--- config.mk ---
export PLATFORM = sky130hd
export DESIGN_NAME = lpt_panel_timing
export DESIGN_NICKNAME = d
export VERILOG_FILES = /design/src/logic/lpt_pkg.sv /design/src/logic/lpt_raster_if.sv /design/src/logic/lpt_panel_timing.sv /design/src/logic/lpt_clkdiv.sv /design/src/logic/lpt_raster.sv
export SDC_FILE = /design/constraint.sdc
export NUM_CORES = 1
export LEC_CHECK = 0
export ABC_AREA = 1
export BUFFER_PORTS_ARGS = -buffer_cell sky130_fd_sc_hd__buf_2
export CAP_MARGIN = 15
export CORE_UTILIZATION = 46
export CTS_BUF_LIST = sky130_fd_sc_hd__clkbuf_16
export DETAILED_ROUTE_END_ITERATION = 10
export GPL_TIMING_DRIVEN = 0
export PLACE_DENSITY = 0.68
export SLEW_MARGIN = 20
export SYNTH_ARGS = -nofsm -noshare
export SYNTH_HDL_FRONTEND = slang
export SYNTH_SLANG_ARGS = --single-unit
--- constraint.sdc ---
create_clock -name clk_i -period 3.4 [get_ports clk_i]
set_input_delay 0.51 -clock clk_i [delete_from_list [all_inputs] [get_ports clk_i]]
set_output_delay 0.51 -clock clk_i [all_outputs]
set_load 0.05 [all_outputs]
--- src/logic/lpt_pkg.sv ---
/*
  Constants and types shared by the panel timing generator.
  Assumes a single 40 MHz system clock; all panel times count pixel clocks.
*/
`default_nettype none
package lpt_pkg;
  // Register offsets
  localparam logic [4:0] LPT_A_CLK = 5'h02;
  localparam logic [4:0] LPT_A_CTL = 5'h03;
  localparam logic [4:0] LPT_A_HDP = 5'h04;
  localparam logic [4:0] LPT_A_VDPL = 5'h05;
  localparam logic [4:0] LPT_A_VDPH = 5'h06;
  localparam logic [4:0] LPT_A_HORIZONTAL_BLANK_PERIOD = 5'h08;
  localparam logic [4:0] LPT_A_VERTICAL_BLANK_PERIOD = 5'h0A;
  localparam logic [4:0] LPT_A_STAT = 5'h0C;
  // Field positions
  localparam int LPT_B_DIV2 = 4;
  localparam int LPT_B_EN = 0;
  localparam int LPT_B_8BIT = 1;
  localparam int LPT_B_OVR = 2;
  // Clock rates in MHz
  localparam int LPT_CLK_MHZ = 40;
  localparam int LPT_DIV_MHZ = 25;
  // Values after reset
  localparam logic [7:0] LPT_RST_REG = 8'h00;
  localparam logic [7:0] LPT_RST_CLK = (LPT_CLK_MHZ > LPT_DIV_MHZ) ? 8'h10 : 8'h00;
  // Line timing in pixel clocks
  localparam logic [10:0] LPT_LP_TS = 11'd9;
  localparam logic [10:0] LPT_FP_TS = 11'd18;
  localparam logic [10:0] LPT_SHIFT_TS = 11'd32;
  localparam logic [10:0] LPT_HOLD_TS = 11'd9;
  localparam logic [10:0] LPT_FIRST_TS = 11'd23;
  // Frames of drain before outputs stop
  localparam logic [6:0] LPT_DRAIN_FR = 7'd127;
  typedef enum logic [1:0] {ST_OFF, ST_RUN, ST_DRAIN, ST_SAVE} lpt_pwr_e;
endpackage : lpt_pkg
`default_nettype wire

--- src/logic/lpt_raster_if.sv ---
/*
  Carrier between the power/register core and the raster generator.
  Assumes both ends share clk_i.
*/
`timescale 1ns/1ps
`default_nettype none
interface lpt_raster_if;
  logic pix_en;
  logic run;
  logic eight_bit;
  logic [6:0] horizontal_display_period;
  logic [4:0] horizontal_blank_period;
  logic [9:0] vertical_display_period;
  logic [5:0] vertical_blank_period;
  logic line_pulse;
  logic frame_pulse;
  logic shift_clk;
  logic ac_mod;
  logic load;
  logic frame_tick;
  modport ctl (output pix_en, run, eight_bit, horizontal_display_period, horizontal_blank_period, vertical_display_period, vertical_blank_period,
               input line_pulse, frame_pulse, shift_clk, ac_mod, load, frame_tick);
  modport gen (input pix_en, run, eight_bit, horizontal_display_period, horizontal_blank_period, vertical_display_period, vertical_blank_period,
               output line_pulse, frame_pulse, shift_clk, ac_mod, load, frame_tick);
endinterface : lpt_raster_if
`default_nettype wire

--- src/logic/lpt_panel_timing.sv ---
/*
  Passive monochrome panel timing generator: registers, power sequencing,
  pixel data path, and checks.
  Assumes a 40 MHz clk_i, pixel data offered on request, synchronous inputs.
*/
// The address-and-strobe port and the address map were decided locally.
// What this block does
// (RL1) Halve input clock above 25 MHz
// (RL2) Pixel clock follows the optional halving
// (RL3) Outputs start within a frame of enable
// (RL4) Power rises with outputs, no delay
// (RL5) Override set: save stops outputs at once
// (RL6) Override clear: power first, 127 frames later
// (RL7) Leaving save restores outputs and power together
// (RL8) Override drops power, clearing restores it
// (RL9) Line period is display plus blank
// (RL10) Frame pulse setup is period minus 9
// (RL11) Frame pulse holds 9 after line fall
// (RL12) Line pulse high at least 9
// (RL13) Modulation changes 1 after line rise
// (RL14) First shift rise 23 after line fall
// (RL15) First shift fall 2 or 4 later
// (RL16) Four-bit shift: period 4, 2 low 2 high
// (RL17) Eight-bit shift: period 8, 4 low 4 high
// (RL18) Four-bit data on upper nibble, held 2
// (RL19) Eight-bit data on all lines, held 4
// (RL20) Last shift fall to line rise gap
// (RL21) Last shift fall to line fall gap
// (RL22) Display lines from two registers plus one
// (RL23) Blank lines from six-bit field
// (RL24) Blank period is register plus 4, times 8
`timescale 1ns/1ps
`default_nettype none
module lpt_panel_timing import lpt_pkg::*; (
  input wire logic clk_i,
  input wire logic sys_rst_i,
  input wire logic [4:0] reg_addr_i,
  input wire logic [7:0] reg_wdata_i,
  input wire logic reg_wr_i,
  input wire logic reg_rd_i,
  output logic [7:0] reg_rdata_o,
  input wire logic hardware_power_save_i,
  output logic pix_req_o,
  input wire logic [7:0] pix_data_i,
  output logic line_pulse_out_o,
  output logic frame_pulse_out_o,
  output logic pixel_shift_clock_o,
  output logic [7:0] panel_pixel_data_o,
  output logic panel_modulation_out_o,
  output logic ac_modulation_o,
  output logic panel_power_enable_o
);
  lpt_raster_if rif ();

  logic [7:0] clk_q;
  logic [7:0] ctl_q;
  logic [6:0] hdp_q;
  logic [9:0] vdp_q;
  logic [4:0] horizontal_blank_period_q;
  logic [2:0] horizontal_blank_period_hi_q;
  logic [5:0] vertical_blank_period_q;
  logic [7:0] rdata_q;
  logic [7:0] rd_d;
  logic [7:0] stat;
  lpt_pwr_e st_q;
  lpt_pwr_e st_d;
  logic [6:0] drain_q;
  logic pwr_q;
  logic active;
  logic en;
  logic ovr;
  logic [7:0] dat_q;

  assign en = ctl_q[LPT_B_EN];
  assign ovr = ctl_q[LPT_B_OVR];

  // Register writes; decode by address chain
  always_ff @(posedge clk_i) begin
    if (sys_rst_i) begin
      clk_q <= LPT_RST_CLK; // see (RL1)
      ctl_q <= LPT_RST_REG;
      hdp_q <= LPT_RST_REG[6:0];
      vdp_q <= {2'b00, LPT_RST_REG};
      horizontal_blank_period_q <= LPT_RST_REG[4:0];
      horizontal_blank_period_hi_q <= LPT_RST_REG[7:5];
      vertical_blank_period_q <= LPT_RST_REG[5:0];
    end else if (reg_wr_i) begin
      if (reg_addr_i == LPT_A_CLK) begin
        clk_q <= reg_wdata_i & 8'h10; // Only the halving bit is kept
      end else if (reg_addr_i == LPT_A_CTL) begin
        ctl_q <= reg_wdata_i & 8'h07;
      end else if (reg_addr_i == LPT_A_HDP) begin
        hdp_q <= reg_wdata_i[6:0];
      end else if (reg_addr_i == LPT_A_VDPL) begin
        vdp_q[7:0] <= reg_wdata_i; // see (RL22)
      end else if (reg_addr_i == LPT_A_VDPH) begin
        vdp_q[9:8] <= reg_wdata_i[1:0];
      end else if (reg_addr_i == LPT_A_HORIZONTAL_BLANK_PERIOD) begin
        // Upper bits read back but do not stretch the line
        horizontal_blank_period_q <= reg_wdata_i[4:0]; // see (RL24)
        horizontal_blank_period_hi_q <= reg_wdata_i[7:5];
      end else if (reg_addr_i == LPT_A_VERTICAL_BLANK_PERIOD) begin
        vertical_blank_period_q <= reg_wdata_i[5:0]; // see (RL23)
      end
    end
  end

  // Status: state flags for software
  assign stat = {4'h0, pwr_q, active, st_q == ST_DRAIN, st_q == ST_SAVE};

  // Read mux; unmapped addresses read zero
  always_comb begin
    rd_d = 8'h00;
    if (reg_addr_i == LPT_A_CLK) begin
      rd_d = clk_q;
    end else if (reg_addr_i == LPT_A_CTL) begin
      rd_d = ctl_q;
    end else if (reg_addr_i == LPT_A_HDP) begin
      rd_d = {1'b0, hdp_q};
    end else if (reg_addr_i == LPT_A_VDPL) begin
      rd_d = vdp_q[7:0];
    end else if (reg_addr_i == LPT_A_VDPH) begin
      rd_d = {6'h00, vdp_q[9:8]};
    end else if (reg_addr_i == LPT_A_HORIZONTAL_BLANK_PERIOD) begin
      rd_d = {horizontal_blank_period_hi_q, horizontal_blank_period_q};
    end else if (reg_addr_i == LPT_A_VERTICAL_BLANK_PERIOD) begin
      rd_d = {2'b00, vertical_blank_period_q};
    end else if (reg_addr_i == LPT_A_STAT) begin
      rd_d = stat;
    end
  end

  // Read data stands only in the cycle after the strobe
  always_ff @(posedge clk_i) begin
    if (sys_rst_i) begin
      rdata_q <= 8'h00;
    end else begin
      rdata_q <= reg_rd_i ? rd_d : 8'h00;
    end
  end
  assign reg_rdata_o = rdata_q;

  // Power sequencing
  always_comb begin
    st_d = st_q;
    case (st_q)
      ST_OFF: begin
        if (en && !hardware_power_save_i) begin
          st_d = ST_RUN; // see (RL3)
        end
      end
      ST_RUN: begin
        if (!en) begin
          st_d = ST_OFF;
        end else if (hardware_power_save_i) begin
          st_d = ovr ? ST_SAVE : ST_DRAIN; // see (RL5) see (RL6)
        end
      end
      ST_DRAIN: begin
        if (!en) begin
          st_d = ST_OFF;
        end else if (!hardware_power_save_i) begin
          st_d = ST_RUN; // see (RL7)
        end else if (rif.frame_tick && drain_q == LPT_DRAIN_FR - 7'd1) begin
          st_d = ST_SAVE; // see (RL6)
        end
      end
      ST_SAVE: begin
        if (!hardware_power_save_i) begin
          st_d = en ? ST_RUN : ST_OFF; // see (RL5) see (RL7)
        end
      end
      default: begin
        st_d = ST_OFF;
      end
    endcase
  end

  always_ff @(posedge clk_i) begin
    if (sys_rst_i) begin
      st_q <= ST_OFF;
    end else begin
      st_q <= st_d;
    end
  end

  // Frames counted while draining before outputs stop
  always_ff @(posedge clk_i) begin
    if (sys_rst_i || st_q != ST_DRAIN) begin
      drain_q <= 7'd0;
    end else if (rif.frame_tick) begin
      drain_q <= drain_q + 7'd1;
    end
  end

  // Power follows the next state so it rises with the outputs
  always_ff @(posedge clk_i) begin
    if (sys_rst_i) begin
      pwr_q <= 1'b0;
    end else begin
      pwr_q <= (st_d == ST_RUN) && !ovr; // see (RL4) see (RL7) see (RL8)
    end
  end

  assign active = (st_q == ST_RUN) || (st_q == ST_DRAIN);

  // Raster configuration
  assign rif.run = active;
  assign rif.eight_bit = ctl_q[LPT_B_8BIT];
  assign rif.horizontal_display_period = hdp_q;
  assign rif.horizontal_blank_period = horizontal_blank_period_q;
  assign rif.vertical_display_period = vdp_q;
  assign rif.vertical_blank_period = vertical_blank_period_q;

  lpt_clkdiv u_div (
    .clk_i(clk_i),
    .sys_rst_i(sys_rst_i),
    .div2_i(clk_q[LPT_B_DIV2]),
    .pix_en_o(rif.pix_en)
  );

  lpt_raster u_ras (
    .clk_i(clk_i),
    .sys_rst_i(sys_rst_i),
    .rif(rif)
  );

  // Data changes with the shift rising edge, so it is stable half a period
  // either side of the fall
  assign pix_req_o = rif.load;
  always_ff @(posedge clk_i) begin
    if (sys_rst_i || !active) begin
      dat_q <= 8'h00;
    end else if (rif.load) begin
      dat_q <= rif.eight_bit ? pix_data_i : {pix_data_i[3:0], 4'h0}; // see (RL18) see (RL19)
    end
  end

  // Pulse, shift and modulation outputs are forced low whenever the panel is idle, data a clock later
  assign line_pulse_out_o = active & rif.line_pulse; // see (RL20) see (RL21)
  assign frame_pulse_out_o = active & rif.frame_pulse;
  assign pixel_shift_clock_o = active & rif.shift_clk;
  assign panel_pixel_data_o = dat_q;
  assign ac_modulation_o = active & rif.ac_mod;
  assign panel_modulation_out_o = active & rif.ac_mod;
  assign panel_power_enable_o = pwr_q;

  // Check helpers: pixel ticks since line rise, line fall, shift rise
  logic lp_prev_q;
  logic [10:0] rcnt_q;
  logic [10:0] fcnt_q;
  logic [10:0] scnt_q;
  logic seen_q;
  logic lp_rise;
  logic lp_fall;
  logic [10:0] line_len;
  assign lp_rise = line_pulse_out_o && !lp_prev_q;
  assign lp_fall = !line_pulse_out_o && lp_prev_q;
  assign line_len = {({1'b0, hdp_q} + 8'd1), 3'b000}
                    + {2'b00, ({1'b0, horizontal_blank_period_q} + 6'd4), 3'b000};

  always_ff @(posedge clk_i) begin
    if (sys_rst_i) begin
      lp_prev_q <= 1'b0;
      rcnt_q <= 11'd0;
      fcnt_q <= 11'd0;
      scnt_q <= 11'd0;
      seen_q <= 1'b0;
    end else begin
      lp_prev_q <= line_pulse_out_o;
      rcnt_q <= lp_rise ? {10'd0, rif.pix_en} : rcnt_q + {10'd0, rif.pix_en};
      fcnt_q <= lp_fall ? {10'd0, rif.pix_en} : fcnt_q + {10'd0, rif.pix_en};
      if (pixel_shift_clock_o) begin
        scnt_q <= scnt_q + {10'd0, rif.pix_en};
      end else begin
        scnt_q <= 11'd0;
      end
      if (!active) begin
        seen_q <= 1'b0;
      end else if (lp_rise) begin
        seen_q <= 1'b1;
      end
    end
  end

  a_line_period: assert property (@(posedge clk_i) disable iff (sys_rst_i) // see (RL9)
    lp_rise && seen_q |-> rcnt_q == line_len)
    else $error("line period differs from display plus blank");

  a_lp_width: assert property (@(posedge clk_i) disable iff (sys_rst_i) // see (RL12)
    $fell(line_pulse_out_o) && active |-> rcnt_q >= LPT_LP_TS)
    else $error("line pulse shorter than 9 pixel clocks");

  a_fp_hold: assert property (@(posedge clk_i) disable iff (sys_rst_i) // see (RL11)
    $fell(frame_pulse_out_o) && active |-> fcnt_q >= LPT_HOLD_TS)
    else $error("frame pulse hold after line fall too short");

  a_first_shift: assert property (@(posedge clk_i) disable iff (sys_rst_i) // see (RL14)
    $rose(pixel_shift_clock_o) |-> fcnt_q >= LPT_FIRST_TS)
    else $error("shift clock rose too soon after line fall");

  a_shift_high: assert property (@(posedge clk_i) disable iff (sys_rst_i) // see (RL16)
    $fell(pixel_shift_clock_o) && active
      |-> scnt_q == (ctl_q[LPT_B_8BIT] ? 11'd4 : 11'd2))
    else $error("shift clock high time wrong for data width");

  a_mod_delay: assert property (@(posedge clk_i) disable iff (sys_rst_i) // see (RL13)
    $changed(ac_modulation_o) && active && $past(active) |-> rcnt_q >= 11'd1)
    else $error("modulation changed with the line rise");

  a_ovr_power: assert property (@(posedge clk_i) disable iff (sys_rst_i) // see (RL8)
    ovr |=> !panel_power_enable_o)
    else $error("power on while override set");

  a_run_power: assert property (@(posedge clk_i) disable iff (sys_rst_i) // see (RL4)
    st_q == ST_RUN && !ovr && $past(st_q == ST_RUN && !ovr) |-> panel_power_enable_o)
    else $error("power low while running without override");

  a_drain_state: assert property (@(posedge clk_i) disable iff (sys_rst_i) // see (RL6)
    st_q == ST_DRAIN |-> !panel_power_enable_o && active)
    else $error("draining must keep outputs with power low");

  a_ovr_save: assert property (@(posedge clk_i) disable iff (sys_rst_i) // see (RL5)
    hardware_power_save_i && ovr && en && st_q == ST_RUN |=> !active ##1 !line_pulse_out_o)
    else $error("outputs still active after power save with override");

  // Sequencing edges: outputs, and power except at drain end, checked the cycle after enable, save entry, drain end and wake
  a_start_run: assert property (@(posedge clk_i) disable iff (sys_rst_i) // see (RL3) see (RL4)
    st_q == ST_OFF && en && !hardware_power_save_i
      |=> active && (panel_power_enable_o == !$past(ovr)))
    else $error("outputs or power late after enable");

  a_save_power: assert property (@(posedge clk_i) disable iff (sys_rst_i) // see (RL6)
    st_q == ST_RUN && en && hardware_power_save_i && !ovr |=> active && !panel_power_enable_o)
    else $error("power save entry must drop power and keep outputs");

  a_drain_end: assert property (@(posedge clk_i) disable iff (sys_rst_i) // see (RL6)
    st_q == ST_DRAIN && en && hardware_power_save_i && rif.frame_tick
      && drain_q == LPT_DRAIN_FR - 7'd1 |=> !active)
    else $error("outputs still active after the drain frames");

  a_wake_power: assert property (@(posedge clk_i) disable iff (sys_rst_i) // see (RL7)
    st_q == ST_SAVE && en && !hardware_power_save_i && !ovr |=> active && panel_power_enable_o)
    else $error("outputs and power not restored together");

  // Data may only move on a load, which keeps it clear of the shift fall
  a_data_hold: assert property (@(posedge clk_i) disable iff (sys_rst_i) // see (RL18) see (RL19)
    active && !rif.load |=> $stable(panel_pixel_data_o))
    else $error("panel data changed without a load");
endmodule : lpt_panel_timing
`default_nettype wire

--- src/logic/lpt_clkdiv.sv ---
/*
  Pixel clock enable from the system clock, optionally halved.
  Assumes div2_i comes from a register in the same clock domain.
*/
`timescale 1ns/1ps
`default_nettype none
module lpt_clkdiv import lpt_pkg::*; (
  input wire logic clk_i,
  input wire logic sys_rst_i,
  input wire logic div2_i,
  output logic pix_en_o
);
  logic tog_q;

  // Toggle runs always; only used when halving
  always_ff @(posedge clk_i) begin
    if (sys_rst_i) begin
      tog_q <= 1'b0;
    end else begin
      tog_q <= ~tog_q;
    end
  end

  assign pix_en_o = div2_i ? tog_q : 1'b1; // see (RL2)
endmodule : lpt_clkdiv
`default_nettype wire

--- src/logic/lpt_raster.sv ---
/*
  Line and frame raster: line pulse, frame pulse, shift clock, modulation.
  Assumes config is stable while run is high; all steps on pix_en.
*/
`timescale 1ns/1ps
`default_nettype none
module lpt_raster import lpt_pkg::*; (
  input wire logic clk_i,
  input wire logic sys_rst_i,
  lpt_raster_if.gen rif
);
  logic [10:0] ct_q;
  logic [10:0] ln_q;
  logic [10:0] hact;
  logic [10:0] hlen;
  logic [10:0] vtot;
  logic [10:0] rel;
  logic last_ct;
  logic last_ln;
  logic in_shift;
  logic lp_q;
  logic fp_q;
  logic sc_q;
  logic mod_q;

  // Line length: display plus blank, both in units of 8
  assign hact = {({1'b0, rif.horizontal_display_period} + 8'd1), 3'b000};
  assign hlen = hact + {2'b00, ({1'b0, rif.horizontal_blank_period} + 6'd4), 3'b000}; // see (RL9) see (RL24)
  assign vtot = {1'b0, rif.vertical_display_period} + 11'd1 + {5'd0, rif.vertical_blank_period}; // see (RL22) see (RL23)
  assign last_ct = (ct_q == hlen - 11'd1);
  assign last_ln = (ln_q == vtot - 11'd1);
  assign rel = ct_q - LPT_SHIFT_TS;
  // No shifting in blank lines
  assign in_shift = (ct_q >= LPT_SHIFT_TS) && (ct_q < LPT_SHIFT_TS + hact)
                    && (ln_q <= {1'b0, rif.vertical_display_period}); // see (RL14)
  assign rif.load = rif.pix_en && rif.run && in_shift
                    && (rif.eight_bit ? (rel[2:0] == 3'd0) : (rel[1:0] == 2'd0));
  assign rif.frame_tick = rif.pix_en && rif.run && last_ct && last_ln;

  // Counters restart whenever the panel goes idle
  always_ff @(posedge clk_i) begin
    if (sys_rst_i || !rif.run) begin
      ct_q <= 11'd0;
      ln_q <= 11'd0;
    end else if (rif.pix_en) begin
      ct_q <= last_ct ? 11'd0 : ct_q + 11'd1;
      if (last_ct) begin
        ln_q <= last_ln ? 11'd0 : ln_q + 11'd1;
      end
    end
  end

  // Outputs are registered from the count, one tick behind it
  always_ff @(posedge clk_i) begin
    if (sys_rst_i || !rif.run) begin
      lp_q <= 1'b0;
      fp_q <= 1'b0;
      sc_q <= 1'b0;
    end else if (rif.pix_en) begin
      lp_q <= (ct_q < LPT_LP_TS); // see (RL12)
      // Rises 9 after previous fall, holds 9 past the next
      fp_q <= (last_ln && ct_q >= LPT_FP_TS) || (ln_q == 11'd0 && ct_q < LPT_FP_TS); // see (RL10) see (RL11)
      sc_q <= in_shift && !(rif.eight_bit ? rel[2] : rel[1]); // see (RL15) see (RL16) see (RL17)
    end
  end

  // Modulation flips once a frame, a tick after the line pulse rises
  always_ff @(posedge clk_i) begin
    if (sys_rst_i) begin
      mod_q <= 1'b0;
    end else if (rif.pix_en && rif.run && ln_q == 11'd0 && ct_q == 11'd1) begin
      mod_q <= ~mod_q; // see (RL13)
    end
  end

  assign rif.line_pulse = lp_q;
  assign rif.frame_pulse = fp_q;
  assign rif.shift_clk = sc_q;
  assign rif.ac_mod = mod_q;
endmodule : lpt_raster
`default_nettype wire

==> metrics.txt <==
die width=115 µm; HP Class=register to register; post-synthesis average cell area=6.71 µm²; detailed-route vias per instance=5.22; Post-Route Utilization=0.577; Antenna Cells=0; XOR/XNOR share of the synthesized area=0.0447; total number of vias=5894; CP Data Arrival Time=2.98 ns; number of synthesized flops with an enable pin=0; grt total ovfl=0; Distinct cells, synth=49; Final Max Slew Viols=0; fraction of layout cells with a size suffix above 1=0.154; Max IR drop VDD=0.283 mV; Hold-fix buffers, CTS=0; Area Growth Syn to Fin=19.9%; multiplexer share of the synthesized area=0; Final Hold Viols=0; Clock Latency Late Sink=0.35 ns; global-route wire length before repair=26500 µm; cts bufs inserted=9; final wirelength=16300 µm; CTS sink count=88; Post-DP Area=6320 µm²; post-synth top area cell=dfxtp_1; gr busiest metal=met2; Post-Synth Simple-Gate Area=0.296; Synth Net Count=952; Main synth FF type=dfxtp_1; final setup margin=-0.0922 ns; Ys Warns=0; vias in the first global route=5288; core area=12200 µm²; min Tclk post-route=3.49 ns; chip height=115 µm; Non-Filler Instances=1129; Routed WL per cell=14.4 µm; FF/Latch Area=1770 µm²; met3 GRT Util=0.0380; Mapped Area=5880 µm²; top cells by area, synth=dfxtp_1 30%, nand2_1 13%, ha_1 10%; max-cap viol count=0; worst-margin pin slew=0.866 ns; violated checks=setup timing; WS Path Type=register to primary output; Synth Area in Adders=0.109; Pleak=3.33 nW; RSZ-0062 raised after global routing=true; sequential fraction of the synthesis area=0.300; PwrDens=373 nW/µm²; # DRC=0; CTS H-tree lvls=3; main combinational cell family by area after synthesis=simple AND/OR/NAND/NOR gates; Synth top area share=0.300; period utilisation layout=1.03; router iterations before antenna repair=5; nets=1032; CTS root buf=clkbuf_16; HPWL Detailed=12500 µm; Worst-path clk slew=0.07 ns; Synth Instances=876; Cells after DPL=1090; initial antenna violation count=0; fmax=286 MHz; GRT Total Usage=0.258; final instance area=7050 µm²; post-synthesis compound-gate area fraction=0.147; outcome=finished with violations; Critical Path RT=2.89 ns; Max transition margin=0.418; GP Congestion=0.954; fillcell total=1168; pin count of the biggest net entering global routing=16; CTS Buffer Depth=2; PortBufs=46; GRT met1 Usage=0.369; area of the multi-input gates=3710 µm²; Starting Density=0.481; worst clock skew=0.0108 ns; Ports=49; Async S/R FF share, synth=0; Post-DRT Antenna Nets=0; Worst setup EP type=primary output; row cnt=40; met2 GRT Util=0.392; TritonCTS clock tree=built; Die Area=13200 µm²; drt first-iter violations=445; Setup-failing EPs final=1; Synth Register Bits=88; crit-path max FO=4; Startpoint Class=register
-- final cells by class --
| type | instances | share of cell area |
|---|---|---|
| timing repair buffer | 70 | 0.0597 |
| inverter | 146 | 0.0792 |
| sequential | 88 | 0.252 |
| clock inverter | 7 | 0.0133 |
| clock buffer | 9 | 0.0320 |
| buffer | 13 | 0.00799 |
| multi-input combinational | 628 | 0.526 |
| tap | 168 | 0.0298 |
-- layer usage --
| layer | up-vias | part of all wire |
|---|---|---|
| met2 | 188 | 0.43 |
| met5 | - | 0 |
| met1 | 2664 | 0.49 |
| met3 | 24 | 0.062 |
| li1 | 3018 | - |
| met4 | 0 | 0.022 |
-- final timing paths --
kind	from	to	slack [ns]	cells past startpoint
worst max-delay path	hdp_q[1]	pix_req_o	-0.09	15
worst min-delay path	u_div.tog_q	u_div.tog_q	0.41	1
worst min register to register	u_div.tog_q	u_div.tog_q	0.41	1
worst max register to register	hdp_q[1]	u_ras.ln_q[7]	0.07	20
-- cell usage after synthesis (4+ instances only) --
library cell  number
nand2_1          209
inv_1            139
dfxtp_1           88
a21oi_1           76
nor2_1            67
nand3_1           54
ha_1              48
o21ai_0           47
xor2_1            22
nand4_1           15
nor3_1            12
clkbuf_1          11
a31oi_1            9
xnor2_1            8
nand2_2            6
nor4_1             5
or2_2              5
nand3b_1           4
o22ai_1            4
-- sequential cells by signal (all words and copies together) (netlist names) --
signal and count:
clk_q 1, ctl_q 3, drain_q 7, hdp_q 7, horizontal_blank_period_hi_q 3, horizontal_blank_period_q 5
panel_pixel_data_o 8, panel_power_enable_o 1, reg_rdata_o 8, rif.vertical_blank_period 6, rif.vertical_display_period 10, st_q 2
u_div.tog_q 1, u_ras.ct_q 11, u_ras.ln_q 11, u_ras.rif.ac_mod 1, u_ras.rif.frame_pulse 1, u_ras.rif.line_pulse 1
u_ras.rif.shift_clk 1
-- critical path, cell delays in order (launching register included) --
cell and delay (ns):
dfxtp_4 0.37, ha_4 0.17, nand2_4 0.10, clkinv_4 0.06, nor2_4 0.11, inv_2 0.06
nor3_4 0.22, xor2_1 0.21, ha_1 0.28, a21oi_2 0.14, o21ai_2 0.07, a211oi_2 0.19
a21boi_4 0.32, nand2_4 0.10, inv_4 0.08, buf_8 0.14
-- per-stage QoR --
stage                     worst slack (ns)  setup TNS [ns]  hold WS, ns  power, W
after floorplan                      0.236               0        0.393   0.00141
after global placement              -0.711           -2.77        0.403   0.00155
after detailed placement            -0.654           -2.49        0.406   0.00155
after CTS                          -0.0675         -0.0675        0.414   0.00263
after global routing                -0.235           -1.25        0.435   0.00274
final                              -0.0922         -0.0922        0.412   0.00263
-- kinds of logic (layout without fill, tap and decap cells) --
logic type / Yosys count / count (layout)
flip-flops: 88 / 88
adder cells (fa/ha/maj): 50 / 50
AO/OA/AOI/OAI: 156 / 156
AND/OR/NAND/NOR: 392 / 392
buffers and inverters: 160 / 245
XOR/XNOR: 30 / 30
-- where the power goes --
group	switching, W	leakage [nW]	total (W)	internal, W
Combinational	0.000335	2.46	0.000469	0.000134
Clock	0.000431	0.158	0.00108	0.000645
Sequential	0.0000247	0.713	0.00108	0.00106
-- cell usage in the layout, fill, tap and decap left out, drive strengths merged, types with 14 or more instances in the layout --
cell      n
nor2     70
nand3    56
nor3     14
buf      72
nand2   216
ha       48
xor2     22
a21oi    76
clkbuf   20
dfxtp    88
inv     146
o21ai    47
nand4    15
-- repair_timing --
action,in CTS,in global routing
setup endpoints to repair,23,21
pin swaps,21,19
hold endpoints to repair,0,0
gates resized for setup,41,20
buffers inserted,10,14
Note: power is estimated with default switching activity, not from simulation.
